<file path="config.mk">
export PLATFORM = sky130hd
export DESIGN_NAME = ast_top
export DESIGN_NICKNAME = d
export VERILOG_FILES = /design/src/ast_pkg.sv /design/src/ast_top.sv /design/src/ast_clkdiv.sv /design/src/ast_sar.sv
export SDC_FILE = /design/constraint.sdc
export NUM_CORES = 1
export LEC_CHECK = 0
export BUFFER_PORTS_ARGS = -buffer_cell sky130_fd_sc_hd__clkbuf_2
export CORE_MARGIN = 2
export CORE_UTILIZATION = 45
export CTS_CLUSTER_DIAMETER = 120
export DETAILED_ROUTE_END_ITERATION = 10
export PLACE_DENSITY = 0.67
export REMOVE_ABC_BUFFERS = 1
export SKIP_CTS_REPAIR_TIMING = 1
export SYNTH_ARGS = -nofsm -noshare
export SYNTH_HDL_FRONTEND = slang
export SYNTH_SLANG_ARGS = --single-unit
</file>
<file path="constraint.sdc">
create_clock -name aclk -period 2.45 [get_ports aclk]
set_clock_uncertainty 0.05 [all_clocks]
set_input_delay 0.6125 -clock aclk [delete_from_list [all_inputs] [get_ports aclk]]
set_output_delay 0.6125 -clock aclk [all_outputs]
set_load 0.02 [all_outputs]
</file>
<file path="src/ast_pkg.sv">
// constants and types shared by the converter sequencer
// Function
// - the two-bit reference select field picks the conversion reference source.
// - interrupt reaches the cpu only with global and converter enables set.
// - start goes low-high-low; high resets the converter, falling edge starts it.
// - busy flag stays high during conversion, clears at completion with valid results.
// - clearing power enable switches the converter off completely.
// - results are 12-bit unsigned with full scale code fff.
// - each code stands for code times reference divided by 4096.
// - slope readable at ff5/ff6, offset bits 11-4 at ff7, 3-0 at ff8.
// - calibration table readable only while option mapping is enabled.
// - writing 0b to second control selects external input, supply reference, divide by 8.
// - writing 20 to first control powers converter on external input zero.
// - external conversion takes 4 sampling plus 12 converting clocks; with divider codes 000 and 001 the 12 steps take 48 and 48 clocks.
// - temperature conversion takes 46 sampling plus 12 converting clocks; with divider codes 000 and 001 the 12 steps take 48 and 48 clocks.
// - divider codes 000-111 give system clock over 1 to 128.
// - power enable high powers the converter; software waits before starting.
package ast_pkg;

	localparam int AST_AW    = 8;
	localparam int AST_RES_W = 12;

	// ------------------------------------------------------------
	// register offsets
	// ------------------------------------------------------------
	localparam logic [7:0] AST_OFF_CTRL1 = 8'h00;
	localparam logic [7:0] AST_OFF_CTRL2 = 8'h04;
	localparam logic [7:0] AST_OFF_RESH  = 8'h08;
	localparam logic [7:0] AST_OFF_RESL  = 8'h0c;
	localparam logic [7:0] AST_OFF_IRQ   = 8'h10;
	localparam logic [7:0] AST_OFF_OMAP  = 8'h14;
	localparam logic [7:0] AST_OFF_TADDR = 8'h18;
	localparam logic [7:0] AST_OFF_TDATA = 8'h1c;

	// ------------------------------------------------------------
	// field positions
	// ------------------------------------------------------------
	localparam int AST_C1_START = 7;
	localparam int AST_C1_BUSY  = 6;
	localparam int AST_C1_PWR   = 5;
	localparam int AST_C2_SRC   = 5;
	localparam int AST_C2_REF   = 3;
	localparam int AST_C2_DIV   = 0;
	localparam int AST_IRQ_GIE  = 0;
	localparam int AST_IRQ_IE   = 1;
	localparam int AST_IRQ_FLAG = 2;

	// ------------------------------------------------------------
	// reset values and codes
	// ------------------------------------------------------------
	localparam logic [7:0]  AST_RST_CTRL1 = 8'h00;
	localparam logic [7:0]  AST_RST_CTRL2 = 8'h00;
	localparam logic [11:0] AST_RST_TADDR = 12'h000;
	localparam logic [2:0]  AST_SRC_EXT   = 3'h0;
	localparam logic [2:0]  AST_SRC_TEMP  = 3'h1;
	localparam logic [11:0] AST_SAR_INIT  = 12'h800;
	localparam logic [3:0]  AST_SAR_TOP   = 4'hb;
	localparam logic [11:0] AST_CAL_SLOPE_H = 12'hff5;
	localparam logic [11:0] AST_CAL_SLOPE_L = 12'hff6;
	localparam logic [11:0] AST_CAL_TOS_H   = 12'hff7;
	localparam logic [11:0] AST_CAL_TOS_L   = 12'hff8;

	// ------------------------------------------------------------
	// timing counts in conversion clocks / system clocks
	// ------------------------------------------------------------
	localparam logic [5:0] AST_SAMPLE_EXT  = 6'h04;
	localparam logic [5:0] AST_SAMPLE_TEMP = 6'h2e;
	localparam logic [1:0] AST_SETTLE      = 2'h3;

	typedef enum logic [1:0] {AST_RESP_OKAY = 2'h0, AST_RESP_SLVERR = 2'h2} ast_resp_t;

	typedef enum {AST_R_CTRL1, AST_R_CTRL2, AST_R_RESH, AST_R_RESL, AST_R_IRQ,
		AST_R_OMAP, AST_R_TADDR, AST_R_TDATA, AST_R_NONE} ast_reg_t;

	typedef enum {AST_IDLE, AST_SAMPLE, AST_CONVERT} ast_state_t;

	typedef struct packed {
		logic        power;
		logic        sample;
		logic [1:0]  ref_voltage_select;
		logic [2:0]  input_source_select;
		logic [3:0]  ext_channel_select;
		logic [11:0] dac_code;
	} ast_analog_t;

endpackage

</file>
<file path="src/ast_top.sv">
// converter sequencer: axi4-lite registers, conversion control, calibration table
`timescale 1ns/1ps
module ast_top
	import ast_pkg::*;
#(
	// calibration constants held in option memory (values arbitrary)
	parameter logic [15:0] CAL_SLOPE = 16'h0ab9,
	parameter logic [11:0] CAL_TOS   = 12'h407
) (
	// clock and reset
	input  wire logic              aclk,
	input  wire logic              aresetn,
	// write address channel
	input  wire logic [AST_AW-1:0] s_axi_awaddr,
	input  wire logic              s_axi_awvalid,
	output logic                   s_axi_awready,
	// write data channel
	input  wire logic [31:0]       s_axi_wdata,
	input  wire logic [3:0]        s_axi_wstrb,
	input  wire logic              s_axi_wvalid,
	output logic                   s_axi_wready,
	// write response channel
	output logic [1:0]             s_axi_bresp,
	output logic                   s_axi_bvalid,
	input  wire logic              s_axi_bready,
	// read address channel
	input  wire logic [AST_AW-1:0] s_axi_araddr,
	input  wire logic              s_axi_arvalid,
	output logic                   s_axi_arready,
	// read data channel
	output logic [31:0]            s_axi_rdata,
	output logic [1:0]             s_axi_rresp,
	output logic                   s_axi_rvalid,
	input  wire logic              s_axi_rready,
	// analog macro
	output ast_analog_t            ana_ctrl,
	input  wire logic              comp_in,
	// interrupt to cpu
	output logic                   conv_irq
);

	// ------------------------------------------------------------
	// address decode
	// ------------------------------------------------------------
	function automatic ast_reg_t reg_of(input logic [AST_AW-1:0] a);
		if (a == AST_OFF_CTRL1) begin
			return AST_R_CTRL1;
		end else if (a == AST_OFF_CTRL2) begin
			return AST_R_CTRL2;
		end else if (a == AST_OFF_RESH) begin
			return AST_R_RESH;
		end else if (a == AST_OFF_RESL) begin
			return AST_R_RESL;
		end else if (a == AST_OFF_IRQ) begin
			return AST_R_IRQ;
		end else if (a == AST_OFF_OMAP) begin
			return AST_R_OMAP;
		end else if (a == AST_OFF_TADDR) begin
			return AST_R_TADDR;
		end else if (a == AST_OFF_TDATA) begin
			return AST_R_TDATA;
		end else begin
			return AST_R_NONE;
		end
	endfunction

	// calibration byte seen through the last program memory page
	function automatic logic [7:0] cal_byte(input logic en, input logic [11:0] a);
		if (!en) begin
			return 8'h00;
		end else if (a == AST_CAL_SLOPE_H) begin
			return CAL_SLOPE[15:8];
		end else if (a == AST_CAL_SLOPE_L) begin
			return CAL_SLOPE[7:0];
		end else if (a == AST_CAL_TOS_H) begin
			return CAL_TOS[11:4];
		end else if (a == AST_CAL_TOS_L) begin
			return {4'h0, CAL_TOS[3:0]};
		end else begin
			return 8'h00;
		end
	endfunction

	// ------------------------------------------------------------
	// declarations
	// ------------------------------------------------------------
	logic                 awready_q;
	logic                 wready_q;
	logic                 bvalid_q;
	logic [1:0]           bresp_q;
	logic [AST_AW-1:0]    awaddr_q;
	logic [31:0]          wdata_q;
	logic [3:0]           wstrb_q;
	logic                 arready_q;
	logic                 rvalid_q;
	logic [1:0]           rresp_q;
	logic [31:0]          rdata_q;
	logic                 wr_fire;
	logic                 ar_hs;
	ast_reg_t             wr_reg;
	logic                 wr_lo;

	logic                 start_q;
	logic                 start_prev_q;
	logic                 pwr_q;
	logic [3:0]           chan_q;
	logic [2:0]           src_q;
	logic [1:0]           ref_q;
	logic [2:0]           div_q;
	logic                 gie_q;
	logic                 ie_q;
	logic                 flag_q;
	logic                 omap_q;
	logic [11:0]          taddr_q;
	logic [AST_RES_W-1:0] res_q;
	logic                 irq_q;

	ast_state_t           state_q;
	logic [5:0]           samp_need_q;
	logic [5:0]           samp_cnt_q;
	logic [1:0]           settle_q;
	logic                 comp_s1_q;
	logic                 comp_s2_q;
	logic                 tick;
	logic                 sar_load;
	logic                 sar_step;
	logic [AST_RES_W-1:0] sar_code;
	logic                 sar_done;
	logic                 start_fall;
	logic                 abort;
	logic                 busy;
	ast_analog_t          ana_q;

	// ------------------------------------------------------------
	// axi4-lite write path
	// ------------------------------------------------------------
	assign wr_fire = !awready_q && !wready_q && !bvalid_q;
	assign wr_reg  = reg_of(awaddr_q);
	assign wr_lo   = wr_fire && wstrb_q[0];

	always_ff @(posedge aclk) begin
		if (!aresetn) begin
			awready_q <= 1'b1;
			awaddr_q  <= '0;
		end else if (awready_q && s_axi_awvalid) begin
			awready_q <= 1'b0;
			awaddr_q  <= s_axi_awaddr;
		end else if (bvalid_q && s_axi_bready) begin
			awready_q <= 1'b1;
		end
	end

	always_ff @(posedge aclk) begin
		if (!aresetn) begin
			wready_q <= 1'b1;
			wdata_q  <= 32'h0000_0000;
			wstrb_q  <= 4'h0;
		end else if (wready_q && s_axi_wvalid) begin
			wready_q <= 1'b0;
			wdata_q  <= s_axi_wdata;
			wstrb_q  <= s_axi_wstrb;
		end else if (bvalid_q && s_axi_bready) begin
			wready_q <= 1'b1;
		end
	end

	always_ff @(posedge aclk) begin
		if (!aresetn) begin
			bvalid_q <= 1'b0;
			bresp_q  <= AST_RESP_OKAY;
		end else if (wr_fire) begin
			bvalid_q <= 1'b1;
			bresp_q  <= (wr_reg == AST_R_NONE) ? AST_RESP_SLVERR : AST_RESP_OKAY;
		end else if (s_axi_bready) begin
			bvalid_q <= 1'b0;
		end
	end

	// ------------------------------------------------------------
	// control registers
	// ------------------------------------------------------------
	always_ff @(posedge aclk) begin
		if (!aresetn) begin
			start_q <= AST_RST_CTRL1[AST_C1_START];
			pwr_q   <= AST_RST_CTRL1[AST_C1_PWR];
			chan_q  <= AST_RST_CTRL1[3:0];
		end else if (wr_lo && wr_reg == AST_R_CTRL1) begin
			start_q <= wdata_q[AST_C1_START];
			pwr_q   <= wdata_q[AST_C1_PWR];
			chan_q  <= wdata_q[3:0];
		end
	end

	always_ff @(posedge aclk) begin
		if (!aresetn) begin
			src_q <= AST_RST_CTRL2[AST_C2_SRC +: 3];
			ref_q <= AST_RST_CTRL2[AST_C2_REF +: 2];
			div_q <= AST_RST_CTRL2[AST_C2_DIV +: 3];
		end else if (wr_lo && wr_reg == AST_R_CTRL2) begin
			src_q <= wdata_q[AST_C2_SRC +: 3];
			ref_q <= wdata_q[AST_C2_REF +: 2];
			div_q <= wdata_q[AST_C2_DIV +: 3];
		end
	end

	always_ff @(posedge aclk) begin
		if (!aresetn) begin
			gie_q <= 1'b0;
			ie_q  <= 1'b0;
		end else if (wr_lo && wr_reg == AST_R_IRQ) begin
			gie_q <= wdata_q[AST_IRQ_GIE];
			ie_q  <= wdata_q[AST_IRQ_IE];
		end
	end

	// completion sets the flag; a clearing write in the same cycle loses
	always_ff @(posedge aclk) begin
		if (!aresetn) begin
			flag_q <= 1'b0;
		end else if (sar_done && state_q == AST_CONVERT && !abort) begin
			flag_q <= 1'b1;
		end else if (wr_lo && wr_reg == AST_R_IRQ && !wdata_q[AST_IRQ_FLAG]) begin
			flag_q <= 1'b0;
		end
	end

	always_ff @(posedge aclk) begin
		if (!aresetn) begin
			omap_q  <= 1'b0;
			taddr_q <= AST_RST_TADDR;
		end else begin
			if (wr_lo && wr_reg == AST_R_OMAP) begin
				omap_q <= wdata_q[0];
			end
			if (wr_lo && wr_reg == AST_R_TADDR) begin
				taddr_q[7:0] <= wdata_q[7:0];
			end
			if (wr_fire && wstrb_q[1] && wr_reg == AST_R_TADDR) begin
				taddr_q[11:8] <= wdata_q[11:8];
			end
		end
	end

	// ------------------------------------------------------------
	// conversion sequencer
	// ------------------------------------------------------------
	assign start_fall = start_prev_q && !start_q;
	assign abort      = start_q || !pwr_q;
	assign busy       = (state_q != AST_IDLE);
	assign sar_load   = (state_q == AST_SAMPLE) && !abort && tick
		&& (samp_cnt_q == samp_need_q - 6'h01);
	assign sar_step   = (state_q == AST_CONVERT) && !abort && tick && (settle_q == 2'h0);

	always_ff @(posedge aclk) begin
		if (!aresetn) begin
			start_prev_q <= 1'b0;
			comp_s1_q    <= 1'b0;
			comp_s2_q    <= 1'b0;
		end else begin
			start_prev_q <= start_q;
			comp_s1_q    <= comp_in;
			comp_s2_q    <= comp_s1_q;
		end
	end

	always_ff @(posedge aclk) begin
		if (!aresetn) begin
			state_q     <= AST_IDLE;
			samp_need_q <= AST_SAMPLE_EXT;
			samp_cnt_q  <= 6'h00;
		end else begin
			case (state_q)
				AST_IDLE: begin
					if (start_fall && pwr_q) begin
						state_q     <= AST_SAMPLE;
						samp_cnt_q  <= 6'h00;
						samp_need_q <= (src_q == AST_SRC_TEMP) ? AST_SAMPLE_TEMP
							: AST_SAMPLE_EXT;
					end
				end
				AST_SAMPLE: begin
					if (abort) begin
						state_q <= AST_IDLE;
					end else if (sar_load) begin
						state_q <= AST_CONVERT;
					end else if (tick) begin
						samp_cnt_q <= samp_cnt_q + 6'h01;
					end
				end
				AST_CONVERT: begin
					if (abort || sar_done) begin
						state_q <= AST_IDLE;
					end
				end
				default: begin
					state_q <= AST_IDLE;
				end
			endcase
		end
	end

	// trial code must reach the comparator and its synchroniser before a decision
	always_ff @(posedge aclk) begin
		if (!aresetn) begin
			settle_q <= 2'h0;
		end else if (sar_load || sar_step) begin
			settle_q <= AST_SETTLE;
		end else if (settle_q != 2'h0) begin
			settle_q <= settle_q - 2'h1;
		end
	end

	// both result bytes change in the same edge
	always_ff @(posedge aclk) begin
		if (!aresetn) begin
			res_q <= 12'h000;
		end else if (sar_done && state_q == AST_CONVERT && !abort) begin
			res_q <= sar_code;
		end
	end

	ast_clkdiv u_clkdiv (
		.aclk               (aclk),
		.aresetn            (aresetn),
		.run                (busy && !abort),
		.conv_clock_divider (div_q),
		.tick_q             (tick)
	);

	ast_sar u_sar (
		.aclk    (aclk),
		.aresetn (aresetn),
		.load    (sar_load),
		.step    (sar_step),
		.comp    (comp_s2_q),
		.code_q  (sar_code),
		.done_q  (sar_done)
	);

	// ------------------------------------------------------------
	// analog controls and interrupt
	// ------------------------------------------------------------
	always_ff @(posedge aclk) begin
		if (!aresetn) begin
			ana_q <= '0;
		end else begin
			ana_q.power               <= pwr_q;
			ana_q.sample              <= pwr_q && state_q == AST_SAMPLE && !abort;
			ana_q.ref_voltage_select  <= ref_q;
			ana_q.input_source_select <= src_q;
			ana_q.ext_channel_select  <= chan_q;
			ana_q.dac_code            <= pwr_q ? sar_code : 12'h000;
		end
	end

	assign ana_ctrl = ana_q;

	always_ff @(posedge aclk) begin
		if (!aresetn) begin
			irq_q <= 1'b0;
		end else begin
			irq_q <= flag_q && gie_q && ie_q;
		end
	end

	assign conv_irq = irq_q;

	// ------------------------------------------------------------
	// axi4-lite read path
	// ------------------------------------------------------------
	assign ar_hs = arready_q && s_axi_arvalid;

	always_ff @(posedge aclk) begin
		if (!aresetn) begin
			arready_q <= 1'b1;
			rvalid_q  <= 1'b0;
			rresp_q   <= AST_RESP_OKAY;
			rdata_q   <= 32'h0000_0000;
		end else if (ar_hs) begin
			arready_q <= 1'b0;
			rvalid_q  <= 1'b1;
			rresp_q   <= AST_RESP_OKAY;
			rdata_q   <= 32'h0000_0000;
			case (reg_of(s_axi_araddr))
				AST_R_CTRL1: begin
					rdata_q[7:0] <= {start_q, busy, pwr_q, 1'b0, chan_q};
				end
				AST_R_CTRL2: begin
					rdata_q[7:0] <= {src_q, ref_q, div_q};
				end
				AST_R_RESH: begin
					rdata_q[7:0] <= res_q[11:4];
				end
				AST_R_RESL: begin
					rdata_q[7:0] <= {res_q[3:0], 4'h0};
				end
				AST_R_IRQ: begin
					rdata_q[2:0] <= {flag_q, ie_q, gie_q};
				end
				AST_R_OMAP: begin
					rdata_q[0] <= omap_q;
				end
				AST_R_TADDR: begin
					rdata_q[11:0] <= taddr_q;
				end
				AST_R_TDATA: begin
					rdata_q[7:0] <= cal_byte(omap_q, taddr_q);
				end
				default: begin
					rresp_q <= AST_RESP_SLVERR;
				end
			endcase
		end else if (rvalid_q && s_axi_rready) begin
			arready_q <= 1'b1;
			rvalid_q  <= 1'b0;
		end
	end

	assign s_axi_awready = awready_q;
	assign s_axi_wready  = wready_q;
	assign s_axi_bvalid  = bvalid_q;
	assign s_axi_bresp   = bresp_q;
	assign s_axi_arready = arready_q;
	assign s_axi_rvalid  = rvalid_q;
	assign s_axi_rresp   = rresp_q;
	assign s_axi_rdata   = rdata_q;

endmodule

</file>
<file path="src/ast_clkdiv.sv">
// conversion clock tick generator
`timescale 1ns/1ps
module ast_clkdiv
	import ast_pkg::*;
(
	// clock and reset
	input  wire logic       aclk,
	input  wire logic       aresetn,
	// control
	input  wire logic       run,
	input  wire logic [2:0] conv_clock_divider,
	// tick
	output logic            tick_q
);

	logic [6:0] cnt_q;
	logic [6:0] limit;

	assign limit = 7'((8'h01 << conv_clock_divider) - 8'h01);

	always_ff @(posedge aclk) begin
		if (!aresetn) begin
			cnt_q  <= 7'h00;
			tick_q <= 1'b0;
		end else if (!run) begin
			cnt_q  <= 7'h00;
			tick_q <= 1'b0;
		end else if (cnt_q >= limit) begin
			cnt_q  <= 7'h00;
			tick_q <= 1'b1;
		end else begin
			cnt_q  <= cnt_q + 7'h01;
			tick_q <= 1'b0;
		end
	end

endmodule

</file>
<file path="src/ast_sar.sv">
// successive approximation register, one bit per step
`timescale 1ns/1ps
module ast_sar
	import ast_pkg::*;
(
	// clock and reset
	input  wire logic                 aclk,
	input  wire logic                 aresetn,
	// control
	input  wire logic                 load,
	input  wire logic                 step,
	input  wire logic                 comp,
	// trial code and completion
	output logic [AST_RES_W-1:0]      code_q,
	output logic                      done_q
);

	logic [3:0]           bit_q;
	logic [AST_RES_W-1:0] code_d;

	// comparator high keeps the trial bit, low drops it
	always_comb begin
		code_d = code_q;
		if (!comp) begin
			code_d[bit_q] = 1'b0;
		end
		if (bit_q != 4'h0) begin
			code_d[bit_q - 4'h1] = 1'b1;
		end
	end

	always_ff @(posedge aclk) begin
		if (!aresetn) begin
			code_q <= 12'h000;
			bit_q  <= 4'h0;
			done_q <= 1'b0;
		end else if (load) begin
			code_q <= AST_SAR_INIT;
			bit_q  <= AST_SAR_TOP;
			done_q <= 1'b0;
		end else if (step) begin
			code_q <= code_d;
			bit_q  <= (bit_q != 4'h0) ? bit_q - 4'h1 : 4'h0;
			done_q <= (bit_q == 4'h0);
		end else begin
			done_q <= 1'b0;
		end
	end

endmodule

</file>
==> results summary <==
The run finished with clean final reports. The max-cap check violation count is 0. The DRC marker count from the first detailed-route iteration came out at 366. The count of nets after finishing is 853. The worst-case vdd ir drop came out at 0.505 mV.

The count of buffers added on input and output ports is 80. The initial core utilization is 0.463. The share of flip-flops with an asynchronous set or reset after synthesis came out at 0. The HPWL after detailed placement is 10200 um. The post-synthesis share of cell area spent on and, or, nand and nor gates came out at 0.224.

The final design instance area without fill is 7320 um2. The number of search-and-repair iterations in the first detailed-routing pass is 7. The first-pass GRT wire length came out at 22900 um. For this run, the leading register cell type out of synthesis is sky130_fd_sc_hd__dfxtp_1. The number of setup violations in the final report came out at 0.

Setup repair after global routing left no endpoint under its margin. The detailed-route wire length is 14300 um. Across every metal layer, demand over resource in global routing totals 0.198. Relative to the synthesized area, the layout overhead comes to 18.9%.

The residual antenna-violating net count after detailed routing came out at 0. Of all nets on the critical path, the largest fanout is 5. The internal power of the cells totals 4.30 mW. The DRC violation count after routing is 0.

The number of hold violations in the final report came out at 0. In this run the standard cell core region covers approximately 13000 um2. The post-layout instance count excluding filler cells is 972. The number of instances in the placed design came out at 940. For the pin with the worst max-slew slack, the measured transition is 0.573 ns. After synthesis, the mean cell area works out to 8.74 um2. Of the total power, registers draw 0.447. The fraction of power spent switching nets came out at 0.218. The XOR/XNOR share of the synthesized area is 0.0142. The number of warnings reported in the yosys synthesis log came out at 0. Static timing analysis puts the maximum clock frequency at between 400 and 500 MHz. Once layout is complete, the utilization of the core stands at 0.551. The I/O pin count came out at 125.

The number of enable-type register cells in the synthesized netlist came out at 0. The worst path in the final design needs a cycle of 2.32 ns, including I/O delays and setup. Of the total synthesized cell area, the portion taken by full adders, half adders and majority gates is 0.0203. The areal power density over the cells came out at about 750 nW/um2.

The combinational fraction of design power came out at 0.056. The antenna diode count is 0. The synthesized netlist cell count is just over 700.

The congestion estimate from routability-driven global placement came to 0.852. Clock latency on the worst-skew pair, taken at its later pin, is 0.42 ns. The number of clock buffers added by TritonCTS is 17. The summed instance area of the synthesized netlist is approximately 6000 um2. The number of levels in the clock H-tree came out at 4. The floorplan has 42 rows. The data arrival time of the critical path is 2.56 ns.

The die area is around 15000 um2. The required time at the endpoint of the critical path came out at roughly 2.7 ns. The clock root buffer is sky130_fd_sc_hd__clkbuf_16.

The post-detailed-route via-to-cell ratio came out at roughly 5.3. The clock share of power came out at 0.497. The longest clock path from root to sink contains 2 buffers.

The sequential fraction of the synthesis area is 0.475. The overall power after layout is 5.50 mW. The worst hold-check path type is in2reg. The portion of synthesized area spent on multiplexers is 0.0785. The clock net sink count is 146. After detailed routing, the average wire length per cell comes to around 15 um.

The fraction of layout instances using a drive strength above 1 came out at 0.181. The share of the cycle needed by the critical path after routing came out at 0.946. The relative max-transition margin came out at 0.617. The width of the die is 121 um. The global route total overflow came out at 0. The total via count after detailed routing came out at a little over 5000. The static leakage power is 2.97 nW. Yosys mapped the design onto 54 distinct sky130hd cell types. The via count of the first global-routing pass came to 4727. Entering global routing, the biggest net connects 42 pins.

The initial antenna violation count is 0. The number of pins with negative max-slew slack in the final report is 0. The critical path is of the reg2reg type. Once placement finished, the instance area stood at between 6000 and 7000 um2.

The vertical die dimension came out at 121 um. TritonCTS built the clock tree. In this run the power spent charging and discharging nets is 1.20 mW.

The register bit total from synthesis came out at 146. The worst setup path is launched from a register. STA classifies the critical path endpoint as a register.

After synthesis, the largest family of logic cells by area is simple AND/OR/NAND/NOR gates. The clock-pin slew reported for the worst setup and hold paths after clock tree synthesis is 0.06 ns. The compound-cell area share of the yosys netlist came out at 0.130.
-- per-stage QoR --
step / setup slack [ns] / setup TNS (ns) / hold WS (ns)
finish: 0.132 / 0 / 0.349
global route: 0.0294 / 0 / 0.347
CTS: 0.130 / 0 / 0.341
detailed placement: 0.177 / 0 / 0.370
global placement: 0.230 / 0 / 0.369
floorplan: -0.214 / -1.71 / 0.362
-- metal layers --
| metal | up-vias | GRT usage | part of all wire |
|---|---|---|---|
| met4 | 0 | 0.0749 | 0.019 |
| met2 | 163 | 0.318 | 0.47 |
| met5 | - | 0 | 0 |
| li1 | 2551 | - | - |
| met1 | 2410 | 0.260 | 0.46 |
| met3 | 25 | 0.0456 | 0.049 |
-- Yosys cell counts (7+ instances only) --
cell                       instances  area share
sky130_fd_sc_hd__dfxtp_1         146        0.47
sky130_fd_sc_hd__o21ai_0          24       0.020
sky130_fd_sc_hd__a22oi_1           8      0.0098
sky130_fd_sc_hd__and3_1           19       0.019
sky130_fd_sc_hd__a211oi_1          9       0.011
sky130_fd_sc_hd__nand2_1         102       0.062
sky130_fd_sc_hd__clkbuf_1         30       0.018
sky130_fd_sc_hd__a31oi_1           7      0.0071
sky130_fd_sc_hd__buf_4            23       0.028
sky130_fd_sc_hd__nand3_1          21       0.017
sky130_fd_sc_hd__mux2i_1          37       0.060
sky130_fd_sc_hd__ha_1             10       0.020
sky130_fd_sc_hd__nor2b_1          14       0.014
sky130_fd_sc_hd__nor3_1           12      0.0098
sky130_fd_sc_hd__and2_1           15       0.015
sky130_fd_sc_hd__nor2_1           67       0.041
sky130_fd_sc_hd__inv_1            14      0.0085
sky130_fd_sc_hd__a21oi_1          71       0.058
-- final timing paths --
path                                  start                   end  slack, ns  depth (start not counted)
setup / recovery  s_axi_wready$_SDFFE_PN1P_    pwr_q$_SDFFE_PN0P_       0.13                          6
hold / removal                      comp_in  comp_s1_q$_SDFF_PN0_       0.35                          2
setup reg to reg  s_axi_wready$_SDFFE_PN1P_    pwr_q$_SDFFE_PN0P_       0.13                          6
hold reg to reg        comp_s1_q$_SDFF_PN0_  comp_s2_q$_SDFF_PN0_       0.38                          1
-- critical path: stages, from the launching register on --
cell and delay, ns:
sky130_fd_sc_hd__dfxtp_1 0.34, sky130_fd_sc_hd__or3_1 0.44, sky130_fd_sc_hd__or4_4 0.56, sky130_fd_sc_hd__nor4_4 0.29, sky130_fd_sc_hd__buf_4 0.23, sky130_fd_sc_hd__mux2i_1 0.21
sky130_fd_sc_hd__nor2_1 0.07
-- state kept, by name, indices dropped and copies added, names as in the netlist, 2 cells and up --
signal and cells:
ref_q 2, chan_q 4, settle_q 2, u_sar.bit_q 4, res_q 12, wdata_q 12, wstrb_q 2, ana_ctrl 23
div_q 3, samp_cnt_q 6, taddr_q 12, src_q 3, u_clkdiv.cnt_q 7, state_q 2, s_axi_rdata 12, awaddr_q 8
u_sar.code_q 12
-- power by group through the flow --
stage	combinational (mW)	clock, mW	sequential, mW
6_report	0.310	2.73	2.46
5_1_grt	0.347	2.85	2.46
4_1_cts	0.312	2.76	2.46
3_5_place_dp	0.310	0	2.51
3_3_place_gp	0.298	0	2.51
2_1_floorplan	0.185	0	2.51
-- cell usage in the layout, fill, tap and decap left out, types with 4 or more instances in the layout --
cell type	Yosys	final
sky130_fd_sc_hd__dfxtp_1	146	146
sky130_fd_sc_hd__nand2_1	102	102
sky130_fd_sc_hd__clkbuf_2	0	80
sky130_fd_sc_hd__a21oi_1	71	71
sky130_fd_sc_hd__nor2_1	67	67
sky130_fd_sc_hd__mux2i_1	37	37
sky130_fd_sc_hd__o21ai_0	24	24
sky130_fd_sc_hd__conb_1	1	22
sky130_fd_sc_hd__nand3_1	21	21
sky130_fd_sc_hd__and3_1	19	19
sky130_fd_sc_hd__clkbuf_16	0	17
sky130_fd_sc_hd__and2_1	15	15
sky130_fd_sc_hd__buf_4	23	15
sky130_fd_sc_hd__nor2b_1	14	14
sky130_fd_sc_hd__inv_1	14	13
sky130_fd_sc_hd__nor3_1	12	12
sky130_fd_sc_hd__ha_1	10	10
sky130_fd_sc_hd__a211oi_1	9	9
sky130_fd_sc_hd__a22oi_1	8	8
sky130_fd_sc_hd__a31oi_1	7	7
sky130_fd_sc_hd__nand2b_1	6	6
sky130_fd_sc_hd__xnor2_1	6	6
sky130_fd_sc_hd__mux2_2	6	6
sky130_fd_sc_hd__clkbuf_8	0	6
sky130_fd_sc_hd__xor2_1	4	4
-- kinds of logic (layout without fill, tap and decap cells) --
| group | after synthesis | count (layout) |
|---|---|---|
| muxes | 45 | 45 |
| AOI/OAI and AO/OA | 138 | 138 |
| buffers and inverters | 72 | 143 |
| other | 1 | 22 |
| DFF | 146 | 146 |
| xor gates and xnor gates | 10 | 10 |
| and+or+nand+nor | 282 | 282 |
| adders and majority gates | 10 | 10 |
-- final cells by class --
type,count,area [um2]
well taps,176,220
repair buffers,96,533
inverters,15,56.3
fillers,1202,5970
multi-input cells,507,2950
clock inverters,8,123
clock buffers,24,512
flip-flops and latches,146,2920
No activity file was read; power rests on OpenSTA's default activity.
